`config.mk`:
```
export PLATFORM = sky130hd
export DESIGN_NAME = mbs_sequencer
export DESIGN_NICKNAME = d
export VERILOG_FILES = /design/src/rtl/mbs_sequencer.v
export VERILOG_INCLUDE_DIRS = /design/src /design/src/rtl
export SDC_FILE = /design/constraint.sdc
export NUM_CORES = 1
export LEC_CHECK = 0
export ABC_AREA = 1
export BUFFER_PORTS_ARGS = -buffer_cell sky130_fd_sc_hd__buf_2
export CAP_MARGIN = 15
export CORE_ASPECT_RATIO = 1.25
export CORE_MARGIN = 1
export CORE_UTILIZATION = 41
export DETAILED_ROUTE_END_ITERATION = 6
export PLACE_DENSITY = 0.82
export SYNTH_ARGS = -nofsm -noshare
export SYNTH_HDL_FRONTEND = slang
export SYNTH_SLANG_ARGS = --single-unit
```
`constraint.sdc`:
```
create_clock -name pclk -period 2.4 [get_ports pclk]
set_input_delay 0.24 -clock pclk [delete_from_list [all_inputs] [get_ports pclk]]
set_output_delay 0.24 -clock pclk [all_outputs]
set_load 0.01 [all_outputs]
```
`src/rtl/mbs_regs.vh`:
```
`ifndef MBS_REGS_VH
`define MBS_REGS_VH
// register byte offsets
`define MBS_CTRL_OFF     12'h000
`define MBS_STATUS_OFF   12'h004
// control fields
`define MBS_CTRL_SYSEN   0
`define MBS_CTRL_FILLEN  1
`define MBS_CTRL_RST     2'h2
// status fields
`define MBS_ST_CNT_LO    0
`define MBS_ST_STATE_LO  4
`define MBS_ST_KIND_LO   8
`define MBS_ST_STALL     12
`define MBS_ST_FSTALL    13
// counter limits
`define MBS_CNT_MAX      4'hF
`define MBS_CNT_ZERO     4'h0
// barrier kinds
`define MBS_K_FULL       2'h0
`define MBS_K_WRITE      2'h1
`define MBS_K_DXL        2'h2
`define MBS_K_IXL        2'h3
`endif

```
`src/rtl/mbs_sequencer.v`:
```
// What this block does
// - enable bit picks external command or counting
// - 4-bit counter counts issued system commands
// - each commit flag decrements the counter
// - saturate at 15, stall miss and write
// - probes serviced whatever the counter holds
// - full barrier holds map until barrier completes
// - counting mode flushes, marks when counter falls to zero or is zero
// - resume after drains and marked probe response
// - command mode flushes, sends, waits, then marks
// - write barrier arrives after stores writable
// - write barrier closes merge, stalls processing
// - counting write barrier done after marked response
// - command write barrier acked by done response
// - data fill move sets scoreboard 4 and 0
// - data move issue starts barrier, bit 0 held
// - fill barrier completion clears scoreboard bit 0
// - instruction fill barrier, fetch stall, prefetch
// - fill barriers only with fill enable set
//
// Our own choices: the APB register port and the register offsets.
`timescale 1ns/10ps
`include "mbs_regs.vh"
module mbs_sequencer (
  input  wire        pclk,
  input  wire        presetn,
  input  wire        psel,
  input  wire        penable,
  input  wire        pwrite,
  input  wire [11:0] paddr,
  input  wire [31:0] pwdata,
  output reg  [31:0] prdata,
  output reg         pready,
  output reg         pslverr,
  input  wire        full_barrier_instr,
  input  wire        integer_issue_queue_empty,
  input  wire        write_barrier_instr,
  input  wire        cmd_issued,
  input  wire        probe_commit,
  input  wire        system_data_control_cmd_commit,
  input  wire        miss_address_file_empty,
  input  wire        miss_address_file_dstream_empty,
  input  wire        io_write_buffer_empty,
  input  wire        store_queue_empty,
  input  wire        load_queue_empty,
  input  wire        barrier_done_response,
  input  wire        marked_probe_resp_sent,
  input  wire        probe_queue_empty,
  input  wire        dxlate_move_queued,
  input  wire        dxlate_move_issued,
  input  wire        ixlate_move_queued,
  input  wire        ixlate_move_issued,
  input  wire        ixlate_load_done,
  output reg         map_stall,
  output reg         flush_pending,
  output reg         miss_stall,
  output reg         merge_close,
  output reg         barrier_cmd,
  output reg         barrier_ack,
  output reg         mark_probe,
  output reg         barrier_complete,
  output reg         issue_sb_bit4,
  output reg         issue_sb_bit0,
  output reg         fetch_stall,
  output reg         prefetch_restart
);

  // sequencer state codes
  localparam [2:0] ST_IDLE  = 3'h0;
  localparam [2:0] ST_WIQ   = 3'h1;
  localparam [2:0] ST_FLUSH = 3'h2;
  localparam [2:0] ST_SEND  = 3'h3;
  localparam [2:0] ST_WACK  = 3'h4;
  localparam [2:0] ST_WZERO = 3'h5;
  localparam [2:0] ST_WFIN  = 3'h6;

  // control bits, counter, state and pending requests
  reg [1:0] ctrl_reg;
  reg [3:0] cnt_reg;
  reg [3:0] cnt_next;
  reg [2:0] state_reg;
  reg [2:0] state_next;
  reg [1:0] kind_reg;
  reg [1:0] kind_next;
  reg       mode_reg;
  reg       full_pend_reg;
  reg       wmb_pend_reg;
  reg       dxl_pend_reg;
  reg       ixl_pend_reg;
  reg       marked_reg;
  reg       resp_reg;
  // one-cycle strobes from the next-state logic
  reg       start;
  reg       fin;
  reg       mark_now;
  // decoded control and drain terms
  wire      sys_en;
  wire      fill_en;
  wire      fall_zero;
  wire      drained;
  wire      wr_acc;
  wire      rd_setup;

  // saturating counter step, one up and up to two down
  function [3:0] cnt_step;
    input [3:0] cur;
    input       up;
    input       dn_a;
    input       dn_b;
    reg   [4:0] t;
    begin
      t = {1'b0, cur};
      // increment held at the ceiling
      if (up && cur != `MBS_CNT_MAX)
        t = t + 5'h01;
      if (dn_a && t != 5'h00)
        t = t - 5'h01;
      if (dn_b && t != 5'h00)
        t = t - 5'h01;
      cnt_step = t[3:0];
    end
  endfunction

  // control bits and apb qualifiers
  assign sys_en   = ctrl_reg[`MBS_CTRL_SYSEN];
  assign fill_en  = ctrl_reg[`MBS_CTRL_FILLEN];
  assign wr_acc   = psel & penable & pwrite;
  assign rd_setup = psel & ~penable;

  // apb slave, one wait-free access phase
  always @(posedge pclk or negedge presetn) begin
    if (!presetn) begin
      ctrl_reg <= `MBS_CTRL_RST;
      pready   <= 1'b0;
      pslverr  <= 1'b0;
      prdata   <= 32'h00000000;
    end else begin
      pready  <= rd_setup;
      // unmapped offsets answer with an error and read as zero
      pslverr <= rd_setup & (paddr != `MBS_CTRL_OFF) &
                 (paddr != `MBS_STATUS_OFF);
      prdata  <= 32'h00000000;
      if (rd_setup && !pwrite && paddr == `MBS_CTRL_OFF)
        prdata <= {30'h00000000, ctrl_reg};
      if (rd_setup && !pwrite && paddr == `MBS_STATUS_OFF) begin
        prdata[`MBS_ST_CNT_LO +: 4]   <= cnt_reg;
        prdata[`MBS_ST_STATE_LO +: 3] <= state_reg;
        prdata[`MBS_ST_KIND_LO +: 2]  <= kind_reg;
        prdata[`MBS_ST_STALL]         <= miss_stall;
        prdata[`MBS_ST_FSTALL]        <= fetch_stall;
      end
      // write lands in the access phase
      if (wr_acc && pready && paddr == `MBS_CTRL_OFF)
        ctrl_reg <= pwdata[1:0];
    end
  end

  // counter next value
  always @* begin
    // count issued commands in counting mode
    // commit flags from probe and data control
    cnt_next = cnt_step(cnt_reg, cmd_issued & ~sys_en,
                        probe_commit, system_data_control_cmd_commit);
  end

  // nonzero-to-zero transition of the counter, by one or two steps
  // fall to zero marks probe entry
  assign fall_zero = (cnt_reg != `MBS_CNT_ZERO) && (cnt_next == `MBS_CNT_ZERO);

  // drain conditions before resuming
  // miss file, queues and write buffer empty
  assign drained = miss_address_file_dstream_empty & store_queue_empty &
                   load_queue_empty & io_write_buffer_empty;

  // barrier sequencer next state
  always @* begin
    state_next = state_reg;
    kind_next  = kind_reg;
    start      = 1'b0;
    fin        = 1'b0;
    mark_now   = 1'b0;
    case (state_reg)
      // priority: write, data fill, instr fill, full
      ST_IDLE: begin
        if (wmb_pend_reg) begin
          kind_next  = `MBS_K_WRITE;
          start      = 1'b1;
          state_next = sys_en ? ST_SEND : ST_WZERO;
        end else if (dxl_pend_reg) begin
          kind_next  = `MBS_K_DXL;
          start      = 1'b1;
          state_next = ST_FLUSH;
        end else if (ixl_pend_reg) begin
          kind_next  = `MBS_K_IXL;
          start      = 1'b1;
          state_next = ST_FLUSH;
        end else if (full_pend_reg) begin
          kind_next  = `MBS_K_FULL;
          start      = 1'b1;
          state_next = ST_WIQ;
        end
      end
      // work starts once issue queue empty
      ST_WIQ: begin
        if (integer_issue_queue_empty)
          state_next = ST_FLUSH;
      end
      // flush pending entries to the port
      ST_FLUSH: begin
        if (miss_address_file_empty && io_write_buffer_empty)
          state_next = mode_reg ? ST_SEND : ST_WZERO;
      end
      // one barrier command on the port
      ST_SEND: begin
        state_next = ST_WACK;
      end
      ST_WACK: begin
        if (barrier_done_response) begin
          mark_now   = 1'b1;
          state_next = ST_WFIN;
        end
      end
      // marked entry on fall to zero
      ST_WZERO: begin
        // zero already means nothing uncommitted
        if (fall_zero || cnt_reg == `MBS_CNT_ZERO) begin
          mark_now   = 1'b1;
          state_next = ST_WFIN;
        end
      end
      ST_WFIN: begin
        // write barrier needs no drains
        if ((resp_reg || marked_probe_resp_sent) &&
            (kind_reg == `MBS_K_WRITE || drained)) begin
          fin        = 1'b1;
          state_next = ST_IDLE;
        end
      end
      default: begin
        state_next = ST_IDLE;
      end
    endcase
  end

  // sequencer registers and pending requests
  always @(posedge pclk or negedge presetn) begin
    if (!presetn) begin
      state_reg     <= ST_IDLE;
      kind_reg      <= `MBS_K_FULL;
      mode_reg      <= 1'b0;
      cnt_reg       <= `MBS_CNT_ZERO;
      full_pend_reg <= 1'b0;
      wmb_pend_reg  <= 1'b0;
      dxl_pend_reg  <= 1'b0;
      ixl_pend_reg  <= 1'b0;
      marked_reg    <= 1'b0;
      resp_reg      <= 1'b0;
    end else begin
      // state, kind and counter advance
      state_reg <= state_next;
      kind_reg  <= kind_next;
      cnt_reg   <= cnt_next;
      if (start)
        mode_reg <= sys_en;
      if (full_barrier_instr)
        full_pend_reg <= 1'b1;
      else if (start && kind_next == `MBS_K_FULL)
        full_pend_reg <= 1'b0;
      if (write_barrier_instr)
        wmb_pend_reg <= 1'b1;
      else if (start && kind_next == `MBS_K_WRITE)
        wmb_pend_reg <= 1'b0;
      if (dxlate_move_issued && fill_en)
        dxl_pend_reg <= 1'b1;
      else if (start && kind_next == `MBS_K_DXL)
        dxl_pend_reg <= 1'b0;
      if (ixlate_move_issued && fill_en)
        ixl_pend_reg <= 1'b1;
      else if (start && kind_next == `MBS_K_IXL)
        ixl_pend_reg <= 1'b0;
      // marked entry forgotten at completion, so a late
      // probe answer cannot satisfy the next barrier
      if (start || fin)
        marked_reg <= 1'b0;
      else if (mark_now)
        marked_reg <= 1'b1;
      // response for the marked entry, set wins
      if (marked_reg && marked_probe_resp_sent)
        resp_reg <= 1'b1;
      else if (start)
        resp_reg <= 1'b0;
    end
  end

  // registered control outputs
  always @(posedge pclk or negedge presetn) begin
    if (!presetn) begin
      map_stall        <= 1'b0;
      flush_pending    <= 1'b0;
      miss_stall       <= 1'b0;
      merge_close      <= 1'b0;
      barrier_cmd      <= 1'b0;
      barrier_ack      <= 1'b0;
      mark_probe       <= 1'b0;
      barrier_complete <= 1'b0;
      prefetch_restart <= 1'b0;
    end else begin
      map_stall <= (full_pend_reg | full_barrier_instr) |
                   (state_next != ST_IDLE && kind_next == `MBS_K_FULL);
      flush_pending <= (state_next == ST_FLUSH);
      // write barrier stalls in both modes
      miss_stall <= (cnt_next == `MBS_CNT_MAX) ||
                    (state_next != ST_IDLE && kind_next == `MBS_K_WRITE);
      merge_close <= start && kind_next == `MBS_K_WRITE;
      barrier_cmd <= (state_reg == ST_SEND);
      barrier_ack <= mark_now && state_reg == ST_WACK;
      mark_probe       <= mark_now;
      // completion strobes
      barrier_complete <= fin;
      prefetch_restart <= fin && kind_reg == `MBS_K_IXL;
    end
  end

  // issue scoreboard and fetch stall
  always @(posedge pclk or negedge presetn) begin
    if (!presetn) begin
      issue_sb_bit4 <= 1'b0;
      issue_sb_bit0 <= 1'b0;
      fetch_stall   <= 1'b0;
    end else begin
      // queued fill move sets bits 4 and 0
      if (dxlate_move_queued || ixlate_move_queued)
        issue_sb_bit4 <= 1'b1;
      else if (dxlate_move_issued || ixlate_move_issued)
        issue_sb_bit4 <= 1'b0;
      // bit 0 stays set while barrier runs
      // cleared on completion of injected barrier
      // without fill enable cleared at issue
      if (dxlate_move_queued || ixlate_move_queued)
        issue_sb_bit0 <= 1'b1;
      else if (fin && (kind_reg == `MBS_K_DXL || kind_reg == `MBS_K_IXL))
        issue_sb_bit0 <= 1'b0;
      else if ((dxlate_move_issued || ixlate_move_issued) && !fill_en)
        issue_sb_bit0 <= 1'b0;
      // fetch stalled until probe queue drains
      if (ixlate_load_done && fill_en)
        fetch_stall <= 1'b1;
      else if (probe_queue_empty)
        fetch_stall <= 1'b0;
    end
  end

endmodule
```
==> metrics.cfg <==
[global_route]
grt_pass1_vias = 1994
grt_pass1_wl_um = 8580
grt_usage_pct = 19.2
grt_max_degree = 44
grt_overflow = 0
antenna_found_initial = 0

[logic_synthesis]
synth_edf_count = 0
yosys.area_share.xor_xnor_pct = 0.383
synth_top_area_cell = dfrtp_1
syn-cell-area_um2 = 2280
ys_seq_area_share_pct = 47.2
synthMostInstantiatedCell = nand2_1
yosys_register_bits = 43
synth_commonest_cells = 47 x nand2_1, 42 x dfrtp_1, 36 x inv_1, 30 x nor2_1, 21 x buf_4
synthSimpleGateAreaFrac_pct = 26.8
synth_mux_area_share_pct = 0
synth_top_family_by_area = simple AND/OR/NAND/NOR gates
synth_fa_ha_area_share_pct = 1.64
avgSynthCellArea_um2 = 8.40
synth.area.top_cells = dfrtp_1 46%, nand2_1 7.7%, buf_4 6.9%, inv_1 5.9%, nor2_1 4.9%
async_reset_ff_share_pct = 100
synthCells = 272
synth_top_area_share_pct = 46.0
synth.distinct_cells = 36
synth_compound_area_share_pct = 10.2
ys.flop_type = dfrtp_1
ys_warn_count = 0

[cts]
cts_tree = built
insertion_delay_ns = 0.29
cts_buffers = 5
clkSinkCount = 43
htree_levels = 2
root_buffer = clkbuf_8
cts_buffer_depth = 2
clkTransAtPathRegs_ns = 0.08
ctsHoldBuffers = 0

[timing]
slew_headroom_pct = 37.6
clock_skew_ns = 0.00616
setup_viol = 2
rsz0062_at_grt = yes
fin_crit_sh_pct = 103
worstMarginPinSlew_ns = 0.936
final.min_clock_period_ns = 2.48
hold_slack_ns = 0.0839
finalSetupTns_ns = -0.100
max_clock_freq_mhz = 404
worst_slack_ns = -0.0782
maxSlewViolCount = 0
hold_viol = 0

[finish]
largest_reg_flops = 11
final_cells = 427
nets = 433
syn2layout_area_growth_pct = 30.4
drive_gt1_share_pct = 38.3
diodes = 0

[worst_setup_path]
cp_slowest_cell = dfrtp_1
crit_family = simple AND/OR/NAND/NOR gates
critPathCaptureType = flop
path_class = reg -> reg
path_common_cell = nand2_2
cp.arrival_ns = 2.71
worstRegToRegCells = 21
rrSetupSlack_ns = -0.08
worstReg2RegEnd = miss_stall$_DFF_PN0_
crit_chain = buf_6 > inv_4 > ha_4 > o21ai_4 > ha_2 > a21boi_2 > nand2_2 > nand2_4 > inv_2 > nand2_2 > nand2_2 > buf_6 > nor2_4 > nand2_4 > nand2_4 > inv_2 > nand3_2 > nand2_2 > nor2_1 > nand3_1 > nand2_1
timing.rr.start = cnt_reg[0]$_DFF_PN0_
critPathRequiredTime_ns = 2.63
cp_max_fo = 6
slowest_delay_ns = 0.43
startpoint_type = flop
path_buf_inv = 5

[placement]
portBuffers = 62
dp_hpwl_um = 3710
place_worst_setup_slack_ns = -0.156
dp_cells = 406
place_congestion = 0.873

[floorplanning]
die_h_um = 85.5
die_area_um2 = 5880
pin_count = 114
design.core.area_um2 = 5410
initial_core_util_pct = 42.3
num_rows = 30
die_w_um = 68.8

[drt]
remaining_drc_errors = 0
drt_first_iter_violations = 153
drt_wl_total_um = 5300
wl_per_cell_um = 12.4
drt_first_pass_iters = 6
detail-route-antenna-nets = 0
vias = 2095
via_per_inst = 4.91

[run]
cap_violations = 0

[run_status]
failed_checks = negative setup slack
status = complete, but fails checks

[hold_path]
worstHoldPathType = in -> async

[power]
power_density_nw_per_um2 = 1040
p_leak_nw = 1.60
ir_worst_vdd_uv = 511

-- per-layer routing --
metal	up-vias	global-route usage, %	share of wire [%]
li1	1020	-	-
met1	993	22.5	39
met4	0	8.72	2.9
met3	14	4.97	5.5
met5	-	0	0
met2	68	32.0	53
-- cells by family (layout without fill, tap and decap cells) --
| family | count (synthesis) | in the layout |
|---|---|---|
| other | 1 | 21 |
| DFF | 43 | 43 |
| AOI/OAI and AO/OA | 35 | 35 |
| xor gates and xnor gates | 1 | 1 |
| adders and majority gates | 3 | 3 |
| buffers and inverters | 62 | 133 |
| and+or+nand+nor | 127 | 127 |
-- what timing repair did --
| item | in CTS | in global routing |
|---|---|---|
| setup buffers | 9 | 4 |
| pin swaps | 16 | 21 |
| endpoints found under the setup margin | 8 | 9 |
| resized for setup | 12 | 18 |
| hold endpoints to repair | 0 | 0 |
-- power breakdown --
group / switching [mW] / internal, mW / leakage (nW) / total [mW]
clock: 0.244 / 0.203 / 0.0412 / 0.447
combinational: 0.916 / 0.721 / 1.03 / 1.64
sequential: 0.131 / 0.881 / 0.525 / 1.01
total: 1.29 / 1.81 / 1.60 / 3.10
-- final cells by class --
class | instances | area (um^2)
sequential | 43 | 1080
timing repair buffer | 85 | 498
inverter | 40 | 153
fill | 488 | 2430
multi-input combinational | 187 | 1090
tap | 64 | 80.1
clock buffer | 6 | 72.6
clock inverter | 2 | 12.5
-- placed cells by master, fill, tap and decap left out, types with 8 or more instances in the layout --
| cell | n |
|---|---|
| buf_2 | 62 |
| dfrtp_1 | 42 |
| o21ai_0 | 10 |
| conb_1 | 21 |
| buf_4 | 19 |
| nand2_2 | 19 |
| nand2_1 | 37 |
| inv_1 | 35 |
| nand3_1 | 8 |
| nor2_1 | 30 |
-- worst max path at each step --
| stage | from | endpoint | slack (ns) | cells past startpoint |
|---|---|---|---|---|
| final | cnt_reg[0]$_DFF_PN0_ | miss_stall$_DFF_PN0_ | -0.08 | 21 |
| after global routing | cnt_reg[0]$_DFF_PN0_ | miss_stall$_DFF_PN0_ | -0.27 | 21 |
| after CTS | cnt_reg[1]$_DFF_PN0_ | miss_stall$_DFF_PN0_ | -0.07 | 21 |
| after detailed placement | cnt_reg[0]$_DFF_PN0_ | miss_stall$_DFF_PN0_ | -0.16 | 21 |
| after global placement | cnt_reg[0]$_DFF_PN0_ | map_stall$_DFF_PN0_ | -0.08 | 17 |
| after floorplan | cnt_reg[0]$_DFF_PN0_ | miss_stall$_DFF_PN0_ | 0.07 | 20 |
-- through the flow --
step / utilization (%) / power, mW / cell area (um^2)
floorplan: - / 1.85 / 2360
global placement: 49.3 / 2.19 / 2660
detailed placement: 49.3 / 2.24 / 2660
CTS: 52.8 / 2.86 / 2860
global route: 55.1 / 3.33 / 2980
finish: 55.1 / 3.10 / 2980
No activity file was read; power rests on OpenSTA's default activity.
